### config.mk
export PLATFORM = sky130hd
export DESIGN_NAME = srb_top
export DESIGN_NICKNAME = d
export VERILOG_FILES = /design/src/srb_pkg.sv /design/src/srb_sync.sv /design/src/srb_timer2.sv /design/src/srb_top.sv
export VERILOG_INCLUDE_DIRS = /design/src /design/src/src
export SDC_FILE = /design/constraint.sdc
export NUM_CORES = 1
export LEC_CHECK = 0
export BUFFER_PORTS_ARGS = -buffer_cell sky130_fd_sc_hd__buf_2
export CORE_MARGIN = 2
export CORE_UTILIZATION = 55
export DETAILED_ROUTE_END_ITERATION = 8
export PLACE_DENSITY = 0.71
export SYNTH_ARGS = -nofsm -noshare
export SYNTH_HDL_FRONTEND = slang
export SYNTH_HIERARCHICAL = 1
export SYNTH_SLANG_ARGS = --single-unit
### constraint.sdc
create_clock -name clock_i -period 11 [get_ports clock_i]
set_clock_uncertainty 0.1 [all_clocks]
set_input_delay 2.2 -clock clock_i [delete_from_list [all_inputs] [get_ports clock_i]]
set_output_delay 2.2 -clock clock_i [all_outputs]
set_load 0.01 [all_outputs]
### src/srb_defs.svh
`ifndef SRB_DEFS_SVH
`define SRB_DEFS_SVH

// ==========================================================
// Register offsets in the special register space
`define SRB_A_PORT0 8'h80
`define SRB_A_STACK 8'h81
`define SRB_A_BANK0_LO 8'h82
`define SRB_A_BANK0_HI 8'h83
`define SRB_A_BANK1_LO 8'h84
`define SRB_A_BANK1_HI 8'h85
`define SRB_A_POWER 8'h87
`define SRB_A_TCTRL 8'h88
`define SRB_A_TMODE 8'h89
`define SRB_A_TZ_LO 8'h8A
`define SRB_A_TO_LO 8'h8B
`define SRB_A_TZ_HI 8'h8C
`define SRB_A_TO_HI 8'h8D
`define SRB_A_AUX 8'h8E
`define SRB_A_PORT1 8'h90
`define SRB_A_SCTRL 8'h98
`define SRB_A_SERIAL_BUFFER 8'h99
`define SRB_A_PORT2 8'hA0
`define SRB_A_AUX_ONE 8'hA2
`define SRB_A_WD_RESTART 8'hA6
`define SRB_A_INT_EN 8'hA8
`define SRB_A_PORT3 8'hB0
`define SRB_A_INT_PRI 8'hB8
`define SRB_A_T2_CTRL 8'hC8
`define SRB_A_T2_MODE 8'hC9
`define SRB_A_T2_CAP_LO 8'hCA
`define SRB_A_T2_CAP_HI 8'hCB
`define SRB_A_T2_CNT_LO 8'hCC
`define SRB_A_T2_CNT_HI 8'hCD
`define SRB_A_STATUSW 8'hD0
`define SRB_A_ACCUM 8'hE0
`define SRB_A_SECOND 8'hF0
`define SRB_A_EVT_STATUS 8'hF8
`define SRB_A_EVT_MASK 8'hF9

// ==========================================================
// Reset values and field layout
`define SRB_RST_PORT 8'hFF
`define SRB_RST_STACK 8'h07
`define SRB_RST_ZERO 8'h00
`define SRB_POWER_MASK 8'h8F
`define SRB_T2_MODE_MASK 8'h03
`define SRB_B_POWER_OFF 4
`define SRB_B_BANK_SEL 0
`define SRB_B_UPDOWN 0
`define SRB_B_SER_MODE13 6
`define SRB_B_EN_TMR2 5
`define SRB_S_OVF 0
`define SRB_S_EXT 1
`define SRB_NEVT 2
`define SRB_NPLAIN 23
`define SRB_MCYC_DIV 12
`define SRB_CNT_MAX 16'hFFFF

`endif

### src/srb_pkg.sv
package srb_pkg;

   // Third timer control byte, bit 7 first.
   typedef struct packed {
      logic ovf_flag;
      logic ext_flag;
      logic rx_clk_sel;
      logic tx_clk_sel;
      logic ext_en;
      logic run;
      logic cnt_sel;
      logic cap_sel;
   } srb_timer_two_control_t;

   // Result of decoding an address into the plain register file.
   typedef struct packed {
      logic hit;
      logic [4:0] idx;
   } srb_hit_t;

   // Events reported by the third timer.
   typedef struct packed {
      logic ovf;
      logic ext;
   } srb_t2evt_t;

endpackage : srb_pkg

### src/srb_sync.sv
`timescale 1ns/1ps
`default_nettype none
`include "srb_defs.svh"

module srb_sync #(
   parameter int W = 2
) (
   // Clock and reset
   input wire logic clk_i,
   input wire logic rst_n_i,
   // Pin side
   input wire logic [W-1:0] pin_i,
   // Logic side
   output logic [W-1:0] fall_o
);

   logic [W-1:0] s1_q;
   logic [W-1:0] s2_q;
   logic [W-1:0] s3_q;

   // Pins idle high, so reset to ones to avoid a false edge after release.
   always_ff @(posedge clk_i or negedge rst_n_i)
   begin
      if (!rst_n_i)
      begin
         s1_q <= '1;
         s2_q <= '1;
         s3_q <= '1;
      end
      else
      begin
         s1_q <= pin_i;
         s2_q <= s1_q;
         s3_q <= s2_q;
      end
   end

   assign fall_o = s3_q & ~s2_q;

endmodule : srb_sync
`default_nettype wire

### src/srb_timer2.sv
`timescale 1ns/1ps
`default_nettype none
`include "srb_defs.svh"

module srb_timer2 (
   // Clock and reset
   input wire logic clk_i,
   input wire logic rst_n_i,
   // Control and count sources
   input wire srb_pkg::srb_timer_two_control_t cfg_i,
   input wire logic mcyc_tick_i,
   input wire logic cnt_fall_i,
   input wire logic trig_fall_i,
   // Register writes
   input wire logic wr_i,
   input wire logic [7:0] addr_i,
   input wire logic [7:0] wdata_i,
   // State and events
   output logic [15:0] count_o,
   output logic [15:0] reload_o,
   output srb_pkg::srb_t2evt_t evt_o
);

   logic [15:0] count_q;
   logic [15:0] count_d;
   logic [15:0] rcap_q;
   logic [15:0] rcap_d;

   wire logic baud = cfg_i.rx_clk_sel | cfg_i.tx_clk_sel;
   wire logic tick = cfg_i.run & (cfg_i.cnt_sel ? cnt_fall_i : mcyc_tick_i);
   wire logic ovf = tick & (count_q == `SRB_CNT_MAX);
   wire logic trig = cfg_i.ext_en & ~baud & trig_fall_i;
   wire logic capture = trig & cfg_i.cap_sel;
   wire logic reload = (ovf & (baud | ~cfg_i.cap_sel)) | (trig & ~cfg_i.cap_sel);
   wire logic wr_cl = wr_i & (addr_i == `SRB_A_T2_CNT_LO);
   wire logic wr_ch = wr_i & (addr_i == `SRB_A_T2_CNT_HI);
   wire logic wr_rl = wr_i & (addr_i == `SRB_A_T2_CAP_LO);
   wire logic wr_rh = wr_i & (addr_i == `SRB_A_T2_CAP_HI);

   // A software write to the count outranks counting in the same cycle.
   always_comb
   begin
      count_d = count_q;
      if (reload)
         count_d = rcap_q;
      else if (tick)
         count_d = count_q + 16'h0001;
      if (wr_cl)
         count_d[7:0] = wdata_i;
      if (wr_ch)
         count_d[15:8] = wdata_i;
      rcap_d = capture ? count_q : rcap_q;
      if (wr_rl)
         rcap_d[7:0] = wdata_i;
      if (wr_rh)
         rcap_d[15:8] = wdata_i;
   end

   always_ff @(posedge clk_i or negedge rst_n_i)
   begin
      if (!rst_n_i)
      begin
         count_q <= 16'h0000;
         rcap_q <= 16'h0000;
      end
      else
      begin
         count_q <= count_d;
         rcap_q <= rcap_d;
      end
   end

   assign count_o = count_q;
   assign reload_o = rcap_q;
   assign evt_o.ovf = ovf;
   assign evt_o.ext = trig;

endmodule : srb_timer2
`default_nettype wire

### src/srb_top.sv
`timescale 1ns/1ps
`default_nettype none
`include "srb_defs.svh"

module srb_top #(
   parameter int MCYC_DIV = `SRB_MCYC_DIV
) (
   // Clock and resets
   input wire logic clock_i,
   input wire logic rst_n_i,
   input wire logic por_n_i,
   // Register port
   input wire logic [7:0] addr_i,
   input wire logic [7:0] wdata_i,
   input wire logic wr_i,
   input wire logic rd_i,
   output logic [7:0] rdata_o,
   // Core side
   input wire logic pointer_inc_i,
   input wire logic timer_one_ovf_i,
   output logic [15:0] pointer_o,
   output logic [31:0] port_latch_o,
   output logic [7:0] int_enable_o,
   output logic [7:0] int_priority_o,
   output logic power_off_flag_o,
   // Third timer pins
   input wire logic timer_two_count_input_i,
   input wire logic timer_two_trigger_input_i,
   // Serial baud ticks
   output logic rx_baud_tick_o,
   output logic tx_baud_tick_o,
   // Interrupts
   output logic timer_two_irq_o,
   output logic irq_o
);

   // ==========================================================
   // Plain register file layout

   localparam logic [7:0] PLAIN_ADDR [`SRB_NPLAIN] = '{
      `SRB_A_PORT0, `SRB_A_STACK, `SRB_A_BANK0_LO, `SRB_A_BANK0_HI,
      `SRB_A_BANK1_LO, `SRB_A_BANK1_HI, `SRB_A_TCTRL, `SRB_A_TMODE,
      `SRB_A_TZ_LO, `SRB_A_TO_LO, `SRB_A_TZ_HI, `SRB_A_TO_HI,
      `SRB_A_AUX, `SRB_A_PORT1, `SRB_A_SCTRL, `SRB_A_SERIAL_BUFFER,
      `SRB_A_PORT2, `SRB_A_INT_EN, `SRB_A_PORT3, `SRB_A_INT_PRI,
      `SRB_A_STATUSW, `SRB_A_ACCUM, `SRB_A_SECOND
   };

   // Maps an address onto a slot of the plain register file.
   function automatic srb_pkg::srb_hit_t find_plain(input logic [7:0] a);
      srb_pkg::srb_hit_t r;
      r = '0;
      for (int i = 0; i < `SRB_NPLAIN; i++)
      begin
         if (PLAIN_ADDR[i] == a)
         begin
            r.hit = 1'b1;
            r.idx = 5'(i);
         end
      end
      return r;
   endfunction : find_plain

   // Reset value of a plain register, chosen by its address.
   function automatic logic [7:0] plain_reset(input logic [7:0] a);
      logic [7:0] v;
      v = `SRB_RST_ZERO;
      if (a == `SRB_A_PORT0 || a == `SRB_A_PORT1 || a == `SRB_A_PORT2 || a == `SRB_A_PORT3)
         v = `SRB_RST_PORT;
      else if (a == `SRB_A_STACK)
         v = `SRB_RST_STACK;
      return v;
   endfunction : plain_reset

   // Slot of a fixed address; used for the registers the logic reads directly.
   function automatic logic [4:0] slot(input logic [7:0] a);
      srb_pkg::srb_hit_t h;
      h = find_plain(a);
      return h.idx;
   endfunction : slot

   localparam logic [4:0] I_B0L = slot(`SRB_A_BANK0_LO);
   localparam logic [4:0] I_B0H = slot(`SRB_A_BANK0_HI);
   localparam logic [4:0] I_B1L = slot(`SRB_A_BANK1_LO);
   localparam logic [4:0] I_B1H = slot(`SRB_A_BANK1_HI);
   localparam logic [4:0] I_SCTRL = slot(`SRB_A_SCTRL);
   localparam logic [4:0] I_IEN = slot(`SRB_A_INT_EN);
   localparam logic [4:0] I_IPRI = slot(`SRB_A_INT_PRI);
   localparam logic [4:0] I_P0 = slot(`SRB_A_PORT0);
   localparam logic [4:0] I_P1 = slot(`SRB_A_PORT1);
   localparam logic [4:0] I_P2 = slot(`SRB_A_PORT2);
   localparam logic [4:0] I_P3 = slot(`SRB_A_PORT3);

   // ==========================================================
   // Reset release

   logic [1:0] rst_sync_q;
   logic [1:0] por_sync_q;
   wire logic rst_n = rst_sync_q[1];
   wire logic por_n = por_sync_q[1];

   // Assertion is immediate, release passes two flops to avoid metastable exits.
   always_ff @(posedge clock_i or negedge rst_n_i)
   begin
      if (!rst_n_i)
         rst_sync_q <= 2'b00;
      else
         rst_sync_q <= {rst_sync_q[0], 1'b1};
   end

   always_ff @(posedge clock_i or negedge por_n_i)
   begin
      if (!por_n_i)
         por_sync_q <= 2'b00;
      else
         por_sync_q <= {por_sync_q[0], 1'b1};
   end

   // ==========================================================
   // Register state

   logic [7:0] plain_q [`SRB_NPLAIN];
   logic [7:0] plain_d [`SRB_NPLAIN];
   srb_pkg::srb_timer_two_control_t timer_two_control_q;
   srb_pkg::srb_timer_two_control_t timer_two_control_d;
   logic [7:0] t2mode_q;
   logic [7:0] power_q;
   logic pof_q;
   logic pof_d;
   logic bank_q;
   logic bank_d;
   logic [`SRB_NEVT-1:0] status_q;
   logic [`SRB_NEVT-1:0] status_d;
   logic [`SRB_NEVT-1:0] mask_q;
   logic [15:0] pointer_q;
   logic [15:0] pointer_d;
   logic [7:0] rdata_q;
   logic [7:0] rd_val;
   logic rx_tick_q;
   logic tx_tick_q;
   logic t2_irq_q;
   logic irq_q;
   logic [$clog2(MCYC_DIV)-1:0] mcyc_q;

   // ==========================================================
   // Address decode

   wire srb_pkg::srb_hit_t hit = find_plain(addr_i);
   wire logic wr_plain = wr_i & hit.hit;
   wire logic wr_timer_two_control = wr_i & (addr_i == `SRB_A_T2_CTRL);
   wire logic wr_t2mode = wr_i & (addr_i == `SRB_A_T2_MODE);
   wire logic wr_power = wr_i & (addr_i == `SRB_A_POWER);
   wire logic wr_aux1 = wr_i & (addr_i == `SRB_A_AUX_ONE);
   wire logic wr_status = wr_i & (addr_i == `SRB_A_EVT_STATUS);
   wire logic wr_mask = wr_i & (addr_i == `SRB_A_EVT_MASK);

   // ==========================================================
   // Third timer

   wire logic mcyc_tick = (mcyc_q == ($clog2(MCYC_DIV))'(MCYC_DIV - 1));
   wire logic [1:0] pin_fall;
   wire logic [15:0] t2_count;
   wire logic [15:0] t2_reload;
   wire srb_pkg::srb_t2evt_t t2_evt;
   wire logic baud = timer_two_control_q.rx_clk_sel | timer_two_control_q.tx_clk_sel;
   wire logic updown = t2mode_q[`SRB_B_UPDOWN];

   always_ff @(posedge clock_i or negedge rst_n)
   begin
      if (!rst_n)
         mcyc_q <= '0;
      else
         mcyc_q <= mcyc_tick ? '0 : mcyc_q + 1'b1;
   end

   srb_sync #(
      .W(2)
   ) u_pin_sync (
      .clk_i(clock_i),
      .rst_n_i(rst_n),
      .pin_i({timer_two_trigger_input_i, timer_two_count_input_i}),
      .fall_o(pin_fall)
   );

   srb_timer2 u_timer2 (
      .clk_i(clock_i),
      .rst_n_i(rst_n),
      .cfg_i(timer_two_control_q),
      .mcyc_tick_i(mcyc_tick),
      .cnt_fall_i(pin_fall[0]),
      .trig_fall_i(pin_fall[1]),
      .wr_i(wr_i),
      .addr_i(addr_i),
      .wdata_i(wdata_i),
      .count_o(t2_count),
      .reload_o(t2_reload),
      .evt_o(t2_evt)
   );

   wire logic set_ovf = t2_evt.ovf & ~baud;
   wire logic set_ext = t2_evt.ext;

   // ==========================================================
   // Next-state logic

   always_comb
   begin
      plain_d = plain_q;
      if (wr_plain)
         plain_d[hit.idx] = wdata_i;
      // Increment comes after the write, so it acts on freshly written bytes.
      if (pointer_inc_i)
      begin
         if (bank_q)
            {plain_d[I_B1H], plain_d[I_B1L]} = {plain_d[I_B1H], plain_d[I_B1L]} + 16'h0001;
         else
            {plain_d[I_B0H], plain_d[I_B0L]} = {plain_d[I_B0H], plain_d[I_B0L]} + 16'h0001;
      end
   end

   // Hardware sets outrank a software write to the same flag.
   always_comb
   begin
      timer_two_control_d = wr_timer_two_control ? srb_pkg::srb_timer_two_control_t'(wdata_i) : timer_two_control_q;
      timer_two_control_d.ovf_flag = timer_two_control_d.ovf_flag | set_ovf;
      timer_two_control_d.ext_flag = timer_two_control_d.ext_flag | set_ext;
   end

   assign bank_d = wr_aux1 ? wdata_i[`SRB_B_BANK_SEL] : bank_q;
   assign pof_d = wr_power ? wdata_i[`SRB_B_POWER_OFF] : pof_q;
   assign status_d = (status_q & ~(wr_status ? wdata_i[`SRB_NEVT-1:0] : '0))
                     | {set_ext, set_ovf};
   assign pointer_d = bank_d ? {plain_d[I_B1H], plain_d[I_B1L]}
                             : {plain_d[I_B0H], plain_d[I_B0L]};

   // ==========================================================
   // Read multiplexer

   always_comb
   begin
      rd_val = `SRB_RST_ZERO;
      if (hit.hit)
         rd_val = plain_q[hit.idx];
      else
      begin
         unique case (addr_i)
            `SRB_A_T2_CTRL: rd_val = timer_two_control_q;
            `SRB_A_T2_MODE: rd_val = t2mode_q;
            `SRB_A_T2_CAP_LO: rd_val = t2_reload[7:0];
            `SRB_A_T2_CAP_HI: rd_val = t2_reload[15:8];
            `SRB_A_T2_CNT_LO: rd_val = t2_count[7:0];
            `SRB_A_T2_CNT_HI: rd_val = t2_count[15:8];
            `SRB_A_POWER:
            begin
               rd_val = power_q;
               rd_val[`SRB_B_POWER_OFF] = pof_q;
            end
            `SRB_A_AUX_ONE: rd_val[`SRB_B_BANK_SEL] = bank_q;
            `SRB_A_EVT_STATUS: rd_val[`SRB_NEVT-1:0] = status_q;
            `SRB_A_EVT_MASK: rd_val[`SRB_NEVT-1:0] = mask_q;
            default: rd_val = `SRB_RST_ZERO;
         endcase
      end
   end

   // ==========================================================
   // Flip-flops

   always_ff @(posedge clock_i or negedge rst_n)
   begin
      if (!rst_n)
      begin
         for (int i = 0; i < `SRB_NPLAIN; i++)
            plain_q[i] <= plain_reset(PLAIN_ADDR[i]);
      end
      else
         plain_q <= plain_d;
   end

   always_ff @(posedge clock_i or negedge rst_n)
   begin
      if (!rst_n)
      begin
         timer_two_control_q <= srb_pkg::srb_timer_two_control_t'(`SRB_RST_ZERO);
         t2mode_q <= `SRB_RST_ZERO;
         power_q <= `SRB_RST_ZERO;
         bank_q <= 1'b0;
         status_q <= '0;
         mask_q <= '0;
         pointer_q <= 16'h0000;
      end
      else
      begin
         timer_two_control_q <= timer_two_control_d;
         t2mode_q <= wr_t2mode ? (wdata_i & `SRB_T2_MODE_MASK) : t2mode_q;
         power_q <= wr_power ? (wdata_i & `SRB_POWER_MASK) : power_q;
         bank_q <= bank_d;
         status_q <= status_d;
         mask_q <= wr_mask ? wdata_i[`SRB_NEVT-1:0] : mask_q;
         pointer_q <= pointer_d;
      end
   end

   // The power-off flag sees only the power-up reset, never the system reset.
   always_ff @(posedge clock_i or negedge por_n)
   begin
      if (!por_n)
         pof_q <= 1'b1;
      else
         pof_q <= pof_d;
   end

   // ==========================================================
   // Registered outputs

   wire logic ser_mode13 = plain_q[I_SCTRL][`SRB_B_SER_MODE13];
   wire logic t2_req = timer_two_control_d.ovf_flag | (timer_two_control_d.ext_flag & ~updown);

   always_ff @(posedge clock_i or negedge rst_n)
   begin
      if (!rst_n)
      begin
         rdata_q <= `SRB_RST_ZERO;
         rx_tick_q <= 1'b0;
         tx_tick_q <= 1'b0;
         t2_irq_q <= 1'b0;
         irq_q <= 1'b0;
      end
      else
      begin
         rdata_q <= rd_i ? rd_val : `SRB_RST_ZERO;
         rx_tick_q <= ser_mode13 & (timer_two_control_q.rx_clk_sel ? t2_evt.ovf : timer_one_ovf_i);
         tx_tick_q <= ser_mode13 & (timer_two_control_q.tx_clk_sel ? t2_evt.ovf : timer_one_ovf_i);
         t2_irq_q <= plain_d[I_IEN][`SRB_B_EN_TMR2] & t2_req;
         irq_q <= |(status_d & (wr_mask ? wdata_i[`SRB_NEVT-1:0] : mask_q));
      end
   end

   assign rdata_o = rdata_q;
   assign pointer_o = pointer_q;
   assign port_latch_o = {plain_q[I_P3], plain_q[I_P2], plain_q[I_P1], plain_q[I_P0]};
   assign int_enable_o = plain_q[I_IEN];
   assign int_priority_o = plain_q[I_IPRI];
   assign power_off_flag_o = pof_q;
   assign rx_baud_tick_o = rx_tick_q;
   assign tx_baud_tick_o = tx_tick_q;
   assign timer_two_irq_o = t2_irq_q;
   assign irq_o = irq_q;

endmodule : srb_top
`default_nettype wire

Yosys cells after proc, flatten, opt, wreduce, memory -nomap -nowiden

Cells that the tools add are included.

Flip-flop bits (word level): 279
Input port bits: 25
Logic and storage cells: 194

Add/sub/neg operators: 4
Order comparisons: 2
Eq/ne operators: 35
Multiplexer cells: 54
Bitwise logic cells: 39
Reductions and logical operators: 6

Operators by type and width:

| kind                                               | count |
|---|---|
| bitwise mux 184 bit                                | 1 |
| == test 8 bit, first input constant                | 23 |
| 2-to-1 mux 168 bit                                 | 1 |
| 2-to-1 mux 6 bit                                   | 23 |
| 2-to-1 mux 16 bit                                  | 6 |
| == test 8 bit, second input constant               | 10 |
| 2-to-1 mux 8 bit                                   | 10 |
| adder 16 x 1 -> 16 bit, second input constant      | 3 |
| binary-select mux 8 bit (select 5 bit)             | 1 |
| demux 8 bit (select 5 bit)                         | 1 |
| case mux 6 bit (6 select lines)                    | 1 |
| 2-to-1 mux 32 bit                                  | 1 |
| AND 1 bit                                          | 23 |
| == test 16 bit, second input constant              | 1 |
| case mux 1 bit (10 select lines)                   | 1 |
| case mux 1 bit (9 select lines)                    | 1 |
| AND 2 bit                                          | 3 |
| >= comparator 6 bit, second input constant         | 1 |
| < comparator 6 x 1 -> 1 bit, second input constant | 1 |
| NOT 5 -> 6 bit                                     | 1 |
| OR 1 bit                                           | 6 |
| nonzero test 3 bit                                 | 2 |
| adder 4 x 1 -> 4 bit, second input constant        | 1 |
| == test 4 bit, second input constant               | 1 |
| other kinds (9)                                    | 17 |

Longest topological paths before layout

Gate-level depths: netlist of run 1.

Depth in word-level cells: 35
Depth in mapped cells: 17
Mapped depth without buffers: 14

Cells and area by module

The synthesis of run 1 kept the hierarchy.

By module, submodules not included:

| module     | times used | cells each | area an instance (um^2) | sequential area each (um^2) |
|---|---|---|---|---|
| srb_top    | 1          | 1269       | 13006.2                 | 6075.8 |
| srb_timer2 | 1          | 235        | 2068.2                  | 800.8 |
| srb_sync   | 1          | 8          | 185.2                   | 157.7 |

Least setup slack after synthesis of run 1

No wires, ideal clock.

Kind: in2reg
Start: input port addr_i[4]
End: register pointer_q[14] (netlist: pointer_o[14])
Arrival time: 5.571 ns
Data required time: 10.775 ns
Path slack: 5.204 ns
Stages: 14
Path buffers: 2
Path through: buf_6 > or4b_4 > a2111o_1 > a2111oi_4 > buf_6 > mux2_2 > ha_1 > inv_1 > nor2_1 > nand3_1 > mux2i_1 > nand3_2 > xor2_2 > mux2_2

RTL lines:

| what                 | line           | RTL |
|---|---|---|
| start, declared      | srb_top.sv:13  | `input wire logic [7:0] addr_i,` |
| end signal, assigned | srb_top.sv:300 | `pointer_q <= pointer_d;` |
| end, declared        | srb_top.sv:135 | `logic [15:0] pointer_q;` |

==> results.sh, run 1 <==
export IMPL_outcome="completed"
export IMPL_synth_largest_area_cell="sky130_fd_sc_hd__dfrtp_1"
export IMPL_routabilityCongestion=0.922
export IMPL_synth_flop_cell="sky130_fd_sc_hd__dfrtp_1"
export IMPL_post_synth_inst_count=1512
export IMPL_synth_yosys_warnings=6
export IMPL_clock_root_buffer="sky130_fd_sc_hd__clkbuf_16"
export IMPL_initial_utilization_pct=56.3
export IMPL_clockBufferDepth=3
export IMPL_htree_num_levels=1
export IMPL_drt_wl_total_um=44800
export IMPL_synth_xor_xnor_area_share_pct=2.75
export IMPL_slew_viol_final=0
export IMPL_yosys_cell_types_count=89
export IMPL_grt_max_degree=81
export IMPL_synthTopCellsByArea="sky130_fd_sc_hd__dfrtp_1, sky130_fd_sc_hd__mux2_2, sky130_fd_sc_hd__dfstp_2"
export IMPL_compound_gate_portion_of_the_synthesized_area_pct=13.9
export IMPL_relSlewSlack_pct=20.1
export IMPL_worstPathArrival_ns=6.72
export IMPL_synthMostInstantiatedCell="sky130_fd_sc_hd__dfrtp_1"
export IMPL_muxShareOfSynthArea_pct=15.5
export IMPL_clk_latency_ns=0.58
export IMPL_drt_iter0_markers=1519
export IMPL_num_nets_final=1545
export IMPL_die_h_um=171
export IMPL_cpPeakStageDelay_ns=1.15
export IMPL_power_density_nw_per_um2=157
export IMPL_cts_buffers_inserted=30
export IMPL_buffer_ports_inserted=101
export IMPL_post_synth_most_frequent_cells="sky130_fd_sc_hd__dfrtp_1, sky130_fd_sc_hd__nand2_1, sky130_fd_sc_hd__mux2_2"
export IMPL_p_clk_share_pct=38.8
export IMPL_pin_count=102
export IMPL_clkSinkCount=279
export IMPL_max_vdd_ir_drop_uv=126
export IMPL_cts_hold_buf=0
export IMPL_worst_r2r_cell_count=2
export IMPL_post_cts_setup_buffers=0
export IMPL_antenna_violations_before_repair=1
export IMPL_num_fill_cells=2279
export IMPL_area_growth_synth_to_final_pct=8.56
export IMPL_route_vias_total=12300
export IMPL_period_share_pct=57.8
export IMPL_cp_common_cell="sky130_fd_sc_hd__mux2_2"
export IMPL_seq_area_frac_synth_pct=46.1
export IMPL_switching_share_pct=28.7
export IMPL_fin_cells=1913
export IMPL_postLayoutCellArea_um2=16600
export IMPL_switchingPower_uw=748
export IMPL_fp_dieArea_um2=29100
export IMPL_setup_repair_after_global_routing_missed_its_margin="no"
export IMPL_core_um2=27100
export IMPL_ant_nets=0
export IMPL_synth_simple_gate_area_share_pct=15.5
export IMPL_placed_area_um2=15600
export IMPL_worst_setup_slack_post_dpl_ns=4.08
export IMPL_static_leakage_nw=7.38
export IMPL_finalHoldViolCount=0
export IMPL_critPathMaxFanout=19
export IMPL_place_inst=1856
export IMPL_tritoncts_clock_tree="yes"
export IMPL_critical_path_class="input port to flip-flop"
export IMPL_synthesis_area_per_instance_um2=10.1
export IMPL_first_pass_grt_wire_length_um=70000
export IMPL_required_worst_endpoint_ns=11.37
export IMPL_internal_power_mw=1.86
export IMPL_route_detailed_drc=0
export IMPL_fin_setup_tns_ns=0
export IMPL_share_of_the_synthesized_area_in_the_top_cell_type_pct=38.9
export IMPL_viasPerCell=6.44
export IMPL_worst_setup_path_end_kind="flip-flop"
export IMPL_post_layout_total_power_mw=2.61
export IMPL_cells_along_the_critical_path="buf_2 > nor4_1 > nand2b_1 > a2111oi_4 > mux2_2 > ha_1 > inv_1 > nor2_1 > nand3_1 > mux2i_1 > nand3_2 > xor2_2 > mux2_2"
export IMPL_hpwlAfterDp_um=30600
export IMPL_average_routed_wire_per_standard_cell_um=23.4
export IMPL_grt_usage_pct=31.4
export IMPL_floorplan_rows=60
export IMPL_grt_pass1_vias=11800
export IMPL_synth_edf_count=0
export IMPL_die_width_um=171
export IMPL_worst_setup_path_start_kind="input port"
export IMPL_synth_cell_area_um2=15300
export IMPL_crit_path_top_delay_cell="sky130_fd_sc_hd__a2111oi_4"
export IMPL_synth_top_family_by_area="multiplexers"
export IMPL_worst_setup_hold_path_clk_slew_ns=0.06
export IMPL_drive_gt1_share_pct=25.1
export IMPL_pwr_share_seq_pct=47.2
export IMPL_combinationalPowerShare_pct=14.0
export IMPL_share_of_synthesized_registers_carrying_an_async_set_or_reset_pct=100
export IMPL_worstHoldPathType="flip-flop to async pin"
export IMPL_overflow_left_after_global_routing=0
export IMPL_clock_fmax_ghz=0.157
export IMPL_worst_slack_ns=4.64
export IMPL_timing_max_cap_violations=0
export IMPL_setup_viol_count_final=0
export IMPL_post_synth_fa_ha_maj_area_fraction_pct=0.394
export IMPL_cts_resized=0
export IMPL_tightestPinTransition_ns=1.19
export IMPL_yosys_register_bits=279
export IMPL_period_needed_ns=6.36
export IMPL_drt_pre_antenna_iters=6
==> sequential cells by signal, indices dropped and copies added, names as in the netlist, 4 cells and up <==
register and flops:
port_latch_o 32, int_priority_o 8, int_enable_o 8, power_q 5, u_timer2/reload_o 16, plain_q 136, pointer_o 16, mcyc_q 4
timer_two_control_q 8, u_timer2/count_o 16, rdata_o 8
==> layout by cell type, fill, tap and decap left out, types with 6 or more instances in the layout <==
master | synthesis | final
sky130_fd_sc_hd__and2_1 | 10 | 10
sky130_fd_sc_hd__clkbuf_1 | 63 | 12
sky130_fd_sc_hd__dfrtp_1 | 237 | 236
sky130_fd_sc_hd__mux2_2 | 146 | 146
sky130_fd_sc_hd__nand4_1 | 16 | 16
sky130_fd_sc_hd__o22ai_1 | 19 | 19
sky130_fd_sc_hd__o211ai_1 | 8 | 8
sky130_fd_sc_hd__nand2b_1 | 8 | 8
sky130_fd_sc_hd__o21a_1 | 7 | 7
sky130_fd_sc_hd__clkbuf_8 | 0 | 8
sky130_fd_sc_hd__a22oi_1 | 20 | 20
sky130_fd_sc_hd__clkbuf_16 | 0 | 30
sky130_fd_sc_hd__dfstp_2 | 42 | 42
sky130_fd_sc_hd__o221ai_1 | 14 | 14
sky130_fd_sc_hd__nor2_2 | 6 | 7
sky130_fd_sc_hd__a21oi_1 | 56 | 56
sky130_fd_sc_hd__buf_2 | 21 | 101
sky130_fd_sc_hd__nor2b_1 | 9 | 9
sky130_fd_sc_hd__o311ai_0 | 6 | 6
sky130_fd_sc_hd__nand3_1 | 66 | 66
sky130_fd_sc_hd__mux2i_1 | 71 | 71
sky130_fd_sc_hd__nand2_1 | 174 | 173
sky130_fd_sc_hd__inv_1 | 23 | 23
sky130_fd_sc_hd__a31oi_1 | 16 | 16
sky130_fd_sc_hd__xor2_1 | 28 | 28
sky130_fd_sc_hd__nor4_1 | 10 | 9
sky130_fd_sc_hd__and3_1 | 20 | 20
sky130_fd_sc_hd__buf_4 | 53 | 17
sky130_fd_sc_hd__o32ai_1 | 6 | 6
sky130_fd_sc_hd__nor2_1 | 77 | 76
sky130_fd_sc_hd__nor3_1 | 40 | 40
sky130_fd_sc_hd__xnor2_1 | 18 | 18
sky130_fd_sc_hd__a211oi_1 | 13 | 13
sky130_fd_sc_hd__o21ai_0 | 93 | 92
==> stage by stage <==
| step | hold WS [ns] | util (%) |
|---|---|---|
| after floorplan | 0.0597 | - |
| final | 0.0868 | 61.1 |
| after global placement | 0.0798 | 57.5 |
| after CTS | 0.0868 | 61.1 |
| after detailed placement | 0.0817 | 57.5 |
| after global routing | 0.102 | 61.1 |
==> power groups by stage <==
stage          combinational [mW]  sequential, mW  clock (mW)
3_3_place_gp                0.353            1.24           0
4_1_cts                     0.362            1.23        1.02
6_report                    0.365            1.23        1.01
3_5_place_dp                0.361            1.24           0
2_1_floorplan               0.251            1.23           0
5_1_grt                     0.403            1.24        1.07
==> worst max-delay path, delay by kind of cell <==
kind | cells | cell delay (ns)
AND/OR/NAND/NOR | 5 | 1.73
AO/OA/AOI/OAI | 1 | 1.15
multiplexers | 3 | 1.05
buffers and inverters | 2 | 0.26
XOR/XNOR | 1 | 0.17
adder cells (fa/ha/maj) | 1 | 0.15
==> path summary, 6_finish.rpt <==
check,startpoint,end,slack (ns)
max,addr_i[3],pointer_o[14],4.64
min,por_sync_q[1],power_off_flag_o,0.09
min in group clock_i,rst_sync_q[0],rst_sync_q[1],0.26
max in group asynchronous,rst_sync_q[1],plain_q[148],8.07
max reg2reg,rst_sync_q[1],plain_q[148],8.07
min reg2reg,por_sync_q[1],power_off_flag_o,0.09
==> logic make-up after synthesis <==
logic type / count (synthesis)
buffers and inverters: 171
multiplexers: 218
flip-flops: 279
other: 1
adder cells (fa/ha/maj): 5
AND/OR/NAND/NOR: 477
AO/OA/AOI/OAI: 314
XOR/XNOR: 47
==> layer usage <==
layer	share of wire [%]	vias to the layer above	GRT usage (%)
li1	-	5453	-
met2	44	658	46.3
met4	3.5	0	11.0
met5	0	-	0
met3	9.7	107	5.74
met1	43	6098	46.6
==> layout make-up <==
cell class | instances | area (um2) | share of cell area (%)
multi-input combinational | 1063 | 7350 | 44.3
sequential | 279 | 7040 | 42.5
clock buffer | 50 | 906 | 5.47
timing repair buffer | 118 | 633 | 3.82
tap | 372 | 465 | 2.81
inverter | 24 | 90.1 | 0.544
clock inverter | 6 | 85.1 | 0.514
antenna | 1 | 2.50 | 0.0151
Power figures use the tool's default switching activity.
==> run 2: changes to the inputs <==
Settings changed: ABC_AREA set to 1, PLACE_DENSITY 0.71 to 0.74.
Clock period 11 ns to 5.43 ns, I/O delays scaled along.
==> run 2 against run 1 <==
  * Final cell count rose by 46%
  * Power is 140% higher
  * Critical path depth up 8
  * Clock-buffer cell count fell by 2
  * Highest routed layer unchanged
==> results.sh, run 2 <==
export IMPL_outcome="completed"
export IMPL_startpoint="addr_i[5]"
export IMPL_synth_flop_cell="sky130_fd_sc_hd__dfrtp_1"
export IMPL_pin_count=102
export IMPL_worst_setup_path_start_kind="input port"
export IMPL_share_of_synthesized_registers_carrying_an_async_set_or_reset_pct=100
export IMPL_register_with_the_most_flip_flops="plain_q"
export IMPL_clock_root_buffer="sky130_fd_sc_hd__clkbuf_16"
export IMPL_route_detailed_drc=0
export IMPL_static_leakage_nw=8.73
export IMPL_htree_num_levels=1
export IMPL_share_of_the_synthesized_area_in_the_top_cell_type_pct=35.9
export IMPL_crit_path_top_delay_cell="sky130_fd_sc_hd__buf_4"
export IMPL_setup_viol_count_final=0
export IMPL_clk_latency_ns=0.60
export IMPL_clkSinkCount=279
export IMPL_synthTopCellsByArea="sky130_fd_sc_hd__dfrtp_1, sky130_fd_sc_hd__nand2_1, sky130_fd_sc_hd__o21ai_0"
export IMPL_critical_path_class="input port to flip-flop"
export IMPL_synth_cell_area_um2=16500
export IMPL_slew_viol_final=0
export IMPL_routabilityCongestion=0.979
export IMPL_die_width_um=177
export IMPL_setup_repair_after_global_routing_missed_its_margin="no"
export IMPL_synthesis_area_per_instance_um2=6.97
export IMPL_period_needed_ns=4.15
export IMPL_relSlewSlack_pct=31.6
export IMPL_cts_resized=0
export IMPL_worst_r2r_startpoint="mcyc_q[0]"
export IMPL_worstPathArrival_ns=4.52
export IMPL_hpwlAfterDp_um=35300
export IMPL_buffer_ports_inserted=101
export IMPL_timing_max_cap_violations=0
export IMPL_synth_largest_area_cell="sky130_fd_sc_hd__dfrtp_1"
export IMPL_tightestPinTransition_ns=1.02
export IMPL_cpPeakStageDelay_ns=0.33
export IMPL_antenna_violations_before_repair=0
export IMPL_post_synth_inst_count=2371
export IMPL_fin_setup_tns_ns=0
export IMPL_clockBufferDepth=3
export IMPL_required_worst_endpoint_ns=5.79
export IMPL_route_vias_total=15700
export IMPL_most_used_cells_in_the_layout_excluding_fill_and_tap_cells="sky130_fd_sc_hd__nand2_1, sky130_fd_sc_hd__inv_1, sky130_fd_sc_hd__o21ai_0, sky130_fd_sc_hd__dfrtp_1, sky130_fd_sc_hd__nand3_1"
export IMPL_area_growth_synth_to_final_pct=8.51
export IMPL_first_pass_grt_wire_length_um=81000
export IMPL_drive_gt1_share_pct=12.4
export IMPL_worst_setup_path_end_kind="flip-flop"
export IMPL_drt_pre_antenna_iters=6
export IMPL_drt_iter0_markers=1894
export IMPL_seq_area_frac_synth_pct=42.6
export IMPL_grt_max_degree=137
export IMPL_critical_path_n_buffers_inverters=4
export IMPL_setup_worst_path_end="pointer_o[15]"
export IMPL_synth_yosys_warnings=6
export IMPL_average_routed_wire_per_standard_cell_um=18.3
export IMPL_setup_reg_to_reg_worst_slack_ns=2.91
export IMPL_overflow_left_after_global_routing=0
export IMPL_num_nets_final=2398
export IMPL_max_vdd_ir_drop_uv=295
export IMPL_worst_path_stages=21
export IMPL_critPathMaxFanout=37
export IMPL_worst_setup_hold_path_clk_slew_ns=0.06
export IMPL_insertedDiodeCount=0
export IMPL_largest_register_ff_count=136
export IMPL_synth_edf_count=0
export IMPL_tritoncts_clock_tree="yes"
export IMPL_synthMostInstantiatedCell="sky130_fd_sc_hd__nand2_1"
export IMPL_period_share_pct=76.5
export IMPL_timing_hold_ws_ns=0.0794
export IMPL_post_cts_setup_buffers=0
export IMPL_post_synth_most_frequent_cells="sky130_fd_sc_hd__nand2_1, sky130_fd_sc_hd__inv_1, sky130_fd_sc_hd__o21ai_0"
export IMPL_cts_buffers_inserted=31
export IMPL_initial_utilization_pct=55.8
export IMPL_drt_wl_total_um=50900
export IMPL_core_um2=29600
export IMPL_cp_common_cell="sky130_fd_sc_hd__nand2_1"
export IMPL_power_density_nw_per_um2=346
export IMPL_floorplan_rows=63
export IMPL_worstHoldPathType="flip-flop to async pin"
export IMPL_critical_path_reg2reg_endpoint="timer_two_irq_o"
export IMPL_die_h_um=177
export IMPL_most_common_cell_after_layout_fill_and_taps_aside="sky130_fd_sc_hd__nand2_1"
export IMPL_viasPerCell=5.64
export IMPL_worst_r2r_cell_count=11
export IMPL_cts_hold_buf=0
export IMPL_fp_dieArea_um2=31500
export IMPL_timing_critical_path_max_delay_family="simple AND/OR/NAND/NOR gates"
export IMPL_grt_usage_pct=32.9
export IMPL_yosys_register_bits=279
export IMPL_grt_pass1_vias=14600
export IMPL_clock_fmax_ghz=0.241
export IMPL_ant_nets=0
export IMPL_yosys_cell_types_count=48
export IMPL_finalHoldViolCount=0
export IMPL_cells_along_the_critical_path="buf_2 > inv_1 > nor2_1 > nand2_1 > nor2_1 > nor2_1 > nand2_1 > nor2_4 > nand3_4 > nand2_8 > inv_2 > buf_4 > o21ai_1 > nor2_2 > nand3_1 > nor2_2 > nand2_1 > nand2_1 > nand2_1 > nand2_1 > nand2_1"
[run 2: through the flow]
stage	instances	cell area [um2]	setup WS, ns	power, mW	util, %
3_5_place_dp	2726	16900	0.730	3.98	56.9
3_3_place_gp	2726	16900	0.750	3.96	56.9
4_1_cts	2784	17900	1.31	6.19	60.5
6_report	2784	17900	1.28	6.20	60.5
5_1_grt	2784	17900	0.962	6.50	60.5
2_1_floorplan	2372	16500	0.845	3.51	-
[run 2: cell type report]
cell class | instances | area (um2)
Clock buffer | 48 | 940
Clock inverter | 10 | 143
Fill cell | 2807 | 11700
Inverter | 342 | 1280
Multi-Input combinational cell | 1597 | 7400
Sequential cell | 279 | 7040
Tap cell | 390 | 488
Timing Repair Buffer | 118 | 646
[run 2: routing by layer]
layer | up-vias | wire (um) | part of all wire (%) | GRT usage [%]
li1 | 7420 | - | - | -
met1 | 7424 | 21400 | 42 | 46.2
met2 | 737 | 23400 | 46 | 52.9
met3 | 126 | 4370 | 8.6 | 3.96
met4 | 0 | 1860 | 3.6 | 11.0
met5 | - | 0 | 0 | 0
[run 2: where the power goes]
part	internal [mW]	switching, mW	total, mW
sequential	2.32	0.164	2.48
clock	1.33	0.889	2.22
combinational	0.457	1.04	1.50
total	4.10	2.09	6.20
[run 2: kinds of logic (layout without fill, tap and decap cells)]
logic type | after synthesis | count (layout) | synth area share, %
other | 1 | 2 | 0.0227
buffers and inverters | 496 | 518 | 12.9
xor gates and xnor gates | 19 | 19 | 1.05
DFF | 279 | 279 | 42.6
muxes | 1 | 1 | 0.0606
and+or+nand+nor | 1260 | 1260 | 33.3
AOI/OAI and AO/OA | 311 | 311 | 9.78
adders and majority gates | 4 | 4 | 0.303
[run 2: worst min-delay path by stage]
| stage | end | from |
|---|---|---|
| 6_report | power_off_flag_o | por_sync_q[1] |
| 5_1_grt | power_off_flag_o | por_sync_q[1] |
| 4_1_cts | power_off_flag_o | por_sync_q[1] |
| 3_5_place_dp | power_off_flag_o | por_sync_q[1] |
| 3_3_place_gp | power_off_flag_o | por_sync_q[1] |
| 2_1_floorplan | power_off_flag_o | por_sync_q[1] |
[run 2: worst reg2reg max path, delay by kind of cell, from the launching register on]
kind | cells | cell delay (ns)
adders and majority gates | 1 | 0.18
buffers and inverters | 1 | 0.08
AOI/OAI and AO/OA | 2 | 0.28
and+or+nand+nor | 7 | 1.45
DFF | 1 | 0.37
==> run 3: changes to the inputs <==
Settings changed: PLACE_DENSITY 0.74 to 0.71.
Clock period 5.43 ns to 4.3 ns, I/O delays scaled along.
==> run 3 against run 2 <==
  * Sequential power grew 27%
  * Clock-buffer cell count is 3 higher
  * Final cell count is 0.79% higher
==> results.sh, run 3 (synthesized netlist as in run 2, its figures left out) <==
export IMPL_most_common_cell_after_layout_fill_and_taps_aside="sky130_fd_sc_hd__nand2_1"
export IMPL_die_width_um=177
export IMPL_post_layout_total_power_mw=7.97
export IMPL_finalHoldViolCount=0
export IMPL_drt_pre_antenna_iters=6
export IMPL_average_routed_wire_per_standard_cell_um=18.9
export IMPL_largest_register_ff_count=136
export IMPL_routabilityCongestion=0.971
export IMPL_place_inst=2744
export IMPL_first_pass_grt_wire_length_um=83400
export IMPL_antenna_violations_before_repair=2
export IMPL_setup_viol_count_final=0
export IMPL_setup_repair_after_global_routing_missed_its_margin="no"
export IMPL_drive_gt1_share_pct=13.0
export IMPL_drt_iter0_markers=1677
export IMPL_initial_utilization_pct=55.8
export IMPL_max_vdd_ir_drop_uv=299
export IMPL_worst_setup_path_start_kind="input port"
export IMPL_clk_latency_ns=0.52
export IMPL_cts_hold_buf=0
export IMPL_tritoncts_clock_tree="yes"
export IMPL_power_density_nw_per_um2=438
export IMPL_relSlewSlack_pct=31.0
export IMPL_utilization_pct=61.3
export IMPL_route_met2_wl_um=24600
export IMPL_critPathMaxFanout=27
export IMPL_fin_cells=2806
export IMPL_tightestPinTransition_ns=1.03
export IMPL_topRoutingLayerUsed="met4"
export IMPL_timing_hold_ws_ns=0.0142
export IMPL_viasPerCell=5.62
export IMPL_htree_num_levels=2
export IMPL_cts_buffers_inserted=34
export IMPL_drt_met1_wl_um=22300
export IMPL_postLayoutCellArea_um2=18200
export IMPL_period_share_pct=81.4
export IMPL_ant_nets=0
export IMPL_clock_root_buffer="sky130_fd_sc_hd__clkbuf_16"
export IMPL_clock_fmax_ghz=0.286
export IMPL_worst_setup_hold_path_clk_slew_ns=0.05
export IMPL_route_detailed_drc=0
export IMPL_required_worst_endpoint_ns=4.60
export IMPL_worstHoldPathType="input port to async pin"
export IMPL_register_with_the_most_flip_flops="plain_q"
export IMPL_worst_slack_ns=0.799
export IMPL_area_growth_synth_to_final_pct=10.0
export IMPL_route_met3_wl_um=4400
export IMPL_static_leakage_nw=8.85
export IMPL_num_nets_final=2419
export IMPL_route_vias_total=15800
export IMPL_insertedDiodeCount=0
export IMPL_slew_viol_final=0
export IMPL_clockBufferDepth=3
export IMPL_clkSinkCount=279
export IMPL_period_needed_ns=3.50
export IMPL_timing_max_cap_violations=0
export IMPL_buffer_ports_inserted=101
export IMPL_fin_setup_tns_ns=0
export IMPL_placed_area_um2=17000
export IMPL_hpwlAfterDp_um=36700
export IMPL_drt_wl_total_um=53100
export IMPL_grt_usage_pct=34.3
export IMPL_worst_r2r_startpoint="mcyc_q[0]"
export IMPL_most_used_cells_in_the_layout_excluding_fill_and_tap_cells="sky130_fd_sc_hd__nand2_1, sky130_fd_sc_hd__inv_1, sky130_fd_sc_hd__o21ai_0, sky130_fd_sc_hd__dfrtp_1, sky130_fd_sc_hd__nand3_1"
export IMPL_worstPathArrival_ns=3.80
export IMPL_critical_path_class="input port to flip-flop"
export IMPL_cts_resized=0
export IMPL_fp_dieArea_um2=31500
export IMPL_startpoint="addr_i[2]"
export IMPL_grt_pass1_vias=14900
export IMPL_pin_count=102
export IMPL_core_um2=29600
export IMPL_outcome="completed"
export IMPL_post_cts_setup_buffers=0
export IMPL_die_h_um=177
export IMPL_floorplan_rows=63
export IMPL_grt_max_degree=89
export IMPL_overflow_left_after_global_routing=0
export IMPL_worst_setup_slack_post_dpl_ns=0.348
export IMPL_worst_setup_path_end_kind="flip-flop"
-- run 3: final cells by class --
class | instances | area (um2)
Fill cell | 2831 | 11500
Multi-Input combinational cell | 1597 | 7400
Sequential cell | 279 | 7040
Inverter | 342 | 1280
Clock buffer | 51 | 996
Timing Repair Buffer | 136 | 818
Tap cell | 390 | 488
Clock inverter | 11 | 160
-- run 3: path summary, 6_finish.rpt --
check / slack, ns / cells after the start / to
min: 0.01 / 1 / por_sync_q[1]
min in group clock_i: 0.26 / 0 / rst_sync_q[1]
min reg2reg: 0.10 / 0 / power_off_flag_o
max in group asynchronous: 2.69 / 1 / u_pin_sync/s1_q[1]
max reg2reg: 1.77 / 11 / timer_two_irq_o
max: 0.80 / 20 / pointer_o[15]
-- run 3: per-layer routing --
metal  GRT usage, %  vias up
li1               -     7452
met3           4.99      130
met4           12.1        0
met1           47.5     7450
met2           55.0      735
met5              0        -
-- run 3: critical path, cell delays in order --
cell and delay (ns):
sky130_fd_sc_hd__buf_2 0.15, sky130_fd_sc_hd__nor2_1 0.31, sky130_fd_sc_hd__nand2_2 0.14, sky130_fd_sc_hd__nor2_1 0.22
sky130_fd_sc_hd__nor2_1 0.09, sky130_fd_sc_hd__nand2_2 0.24, sky130_fd_sc_hd__nor2_8 0.08, sky130_fd_sc_hd__nand3_4 0.10
sky130_fd_sc_hd__nand2_8 0.15, sky130_fd_sc_hd__inv_2 0.16, sky130_fd_sc_hd__buf_4 0.33, sky130_fd_sc_hd__o21ai_1 0.17
sky130_fd_sc_hd__nor2_2 0.24, sky130_fd_sc_hd__nand3_1 0.12, sky130_fd_sc_hd__nor2_2 0.12, sky130_fd_sc_hd__nand2_1 0.06
sky130_fd_sc_hd__nand2_1 0.07, sky130_fd_sc_hd__nand2_1 0.06, sky130_fd_sc_hd__nand2_1 0.06, sky130_fd_sc_hd__nand2_1 0.06
-- run 3: report_power, final --
part           internal [mW]  switching [mW]
sequential              2.93           0.223
clock                   1.79            1.16
combinational          0.584            1.28
total                   5.30            2.67
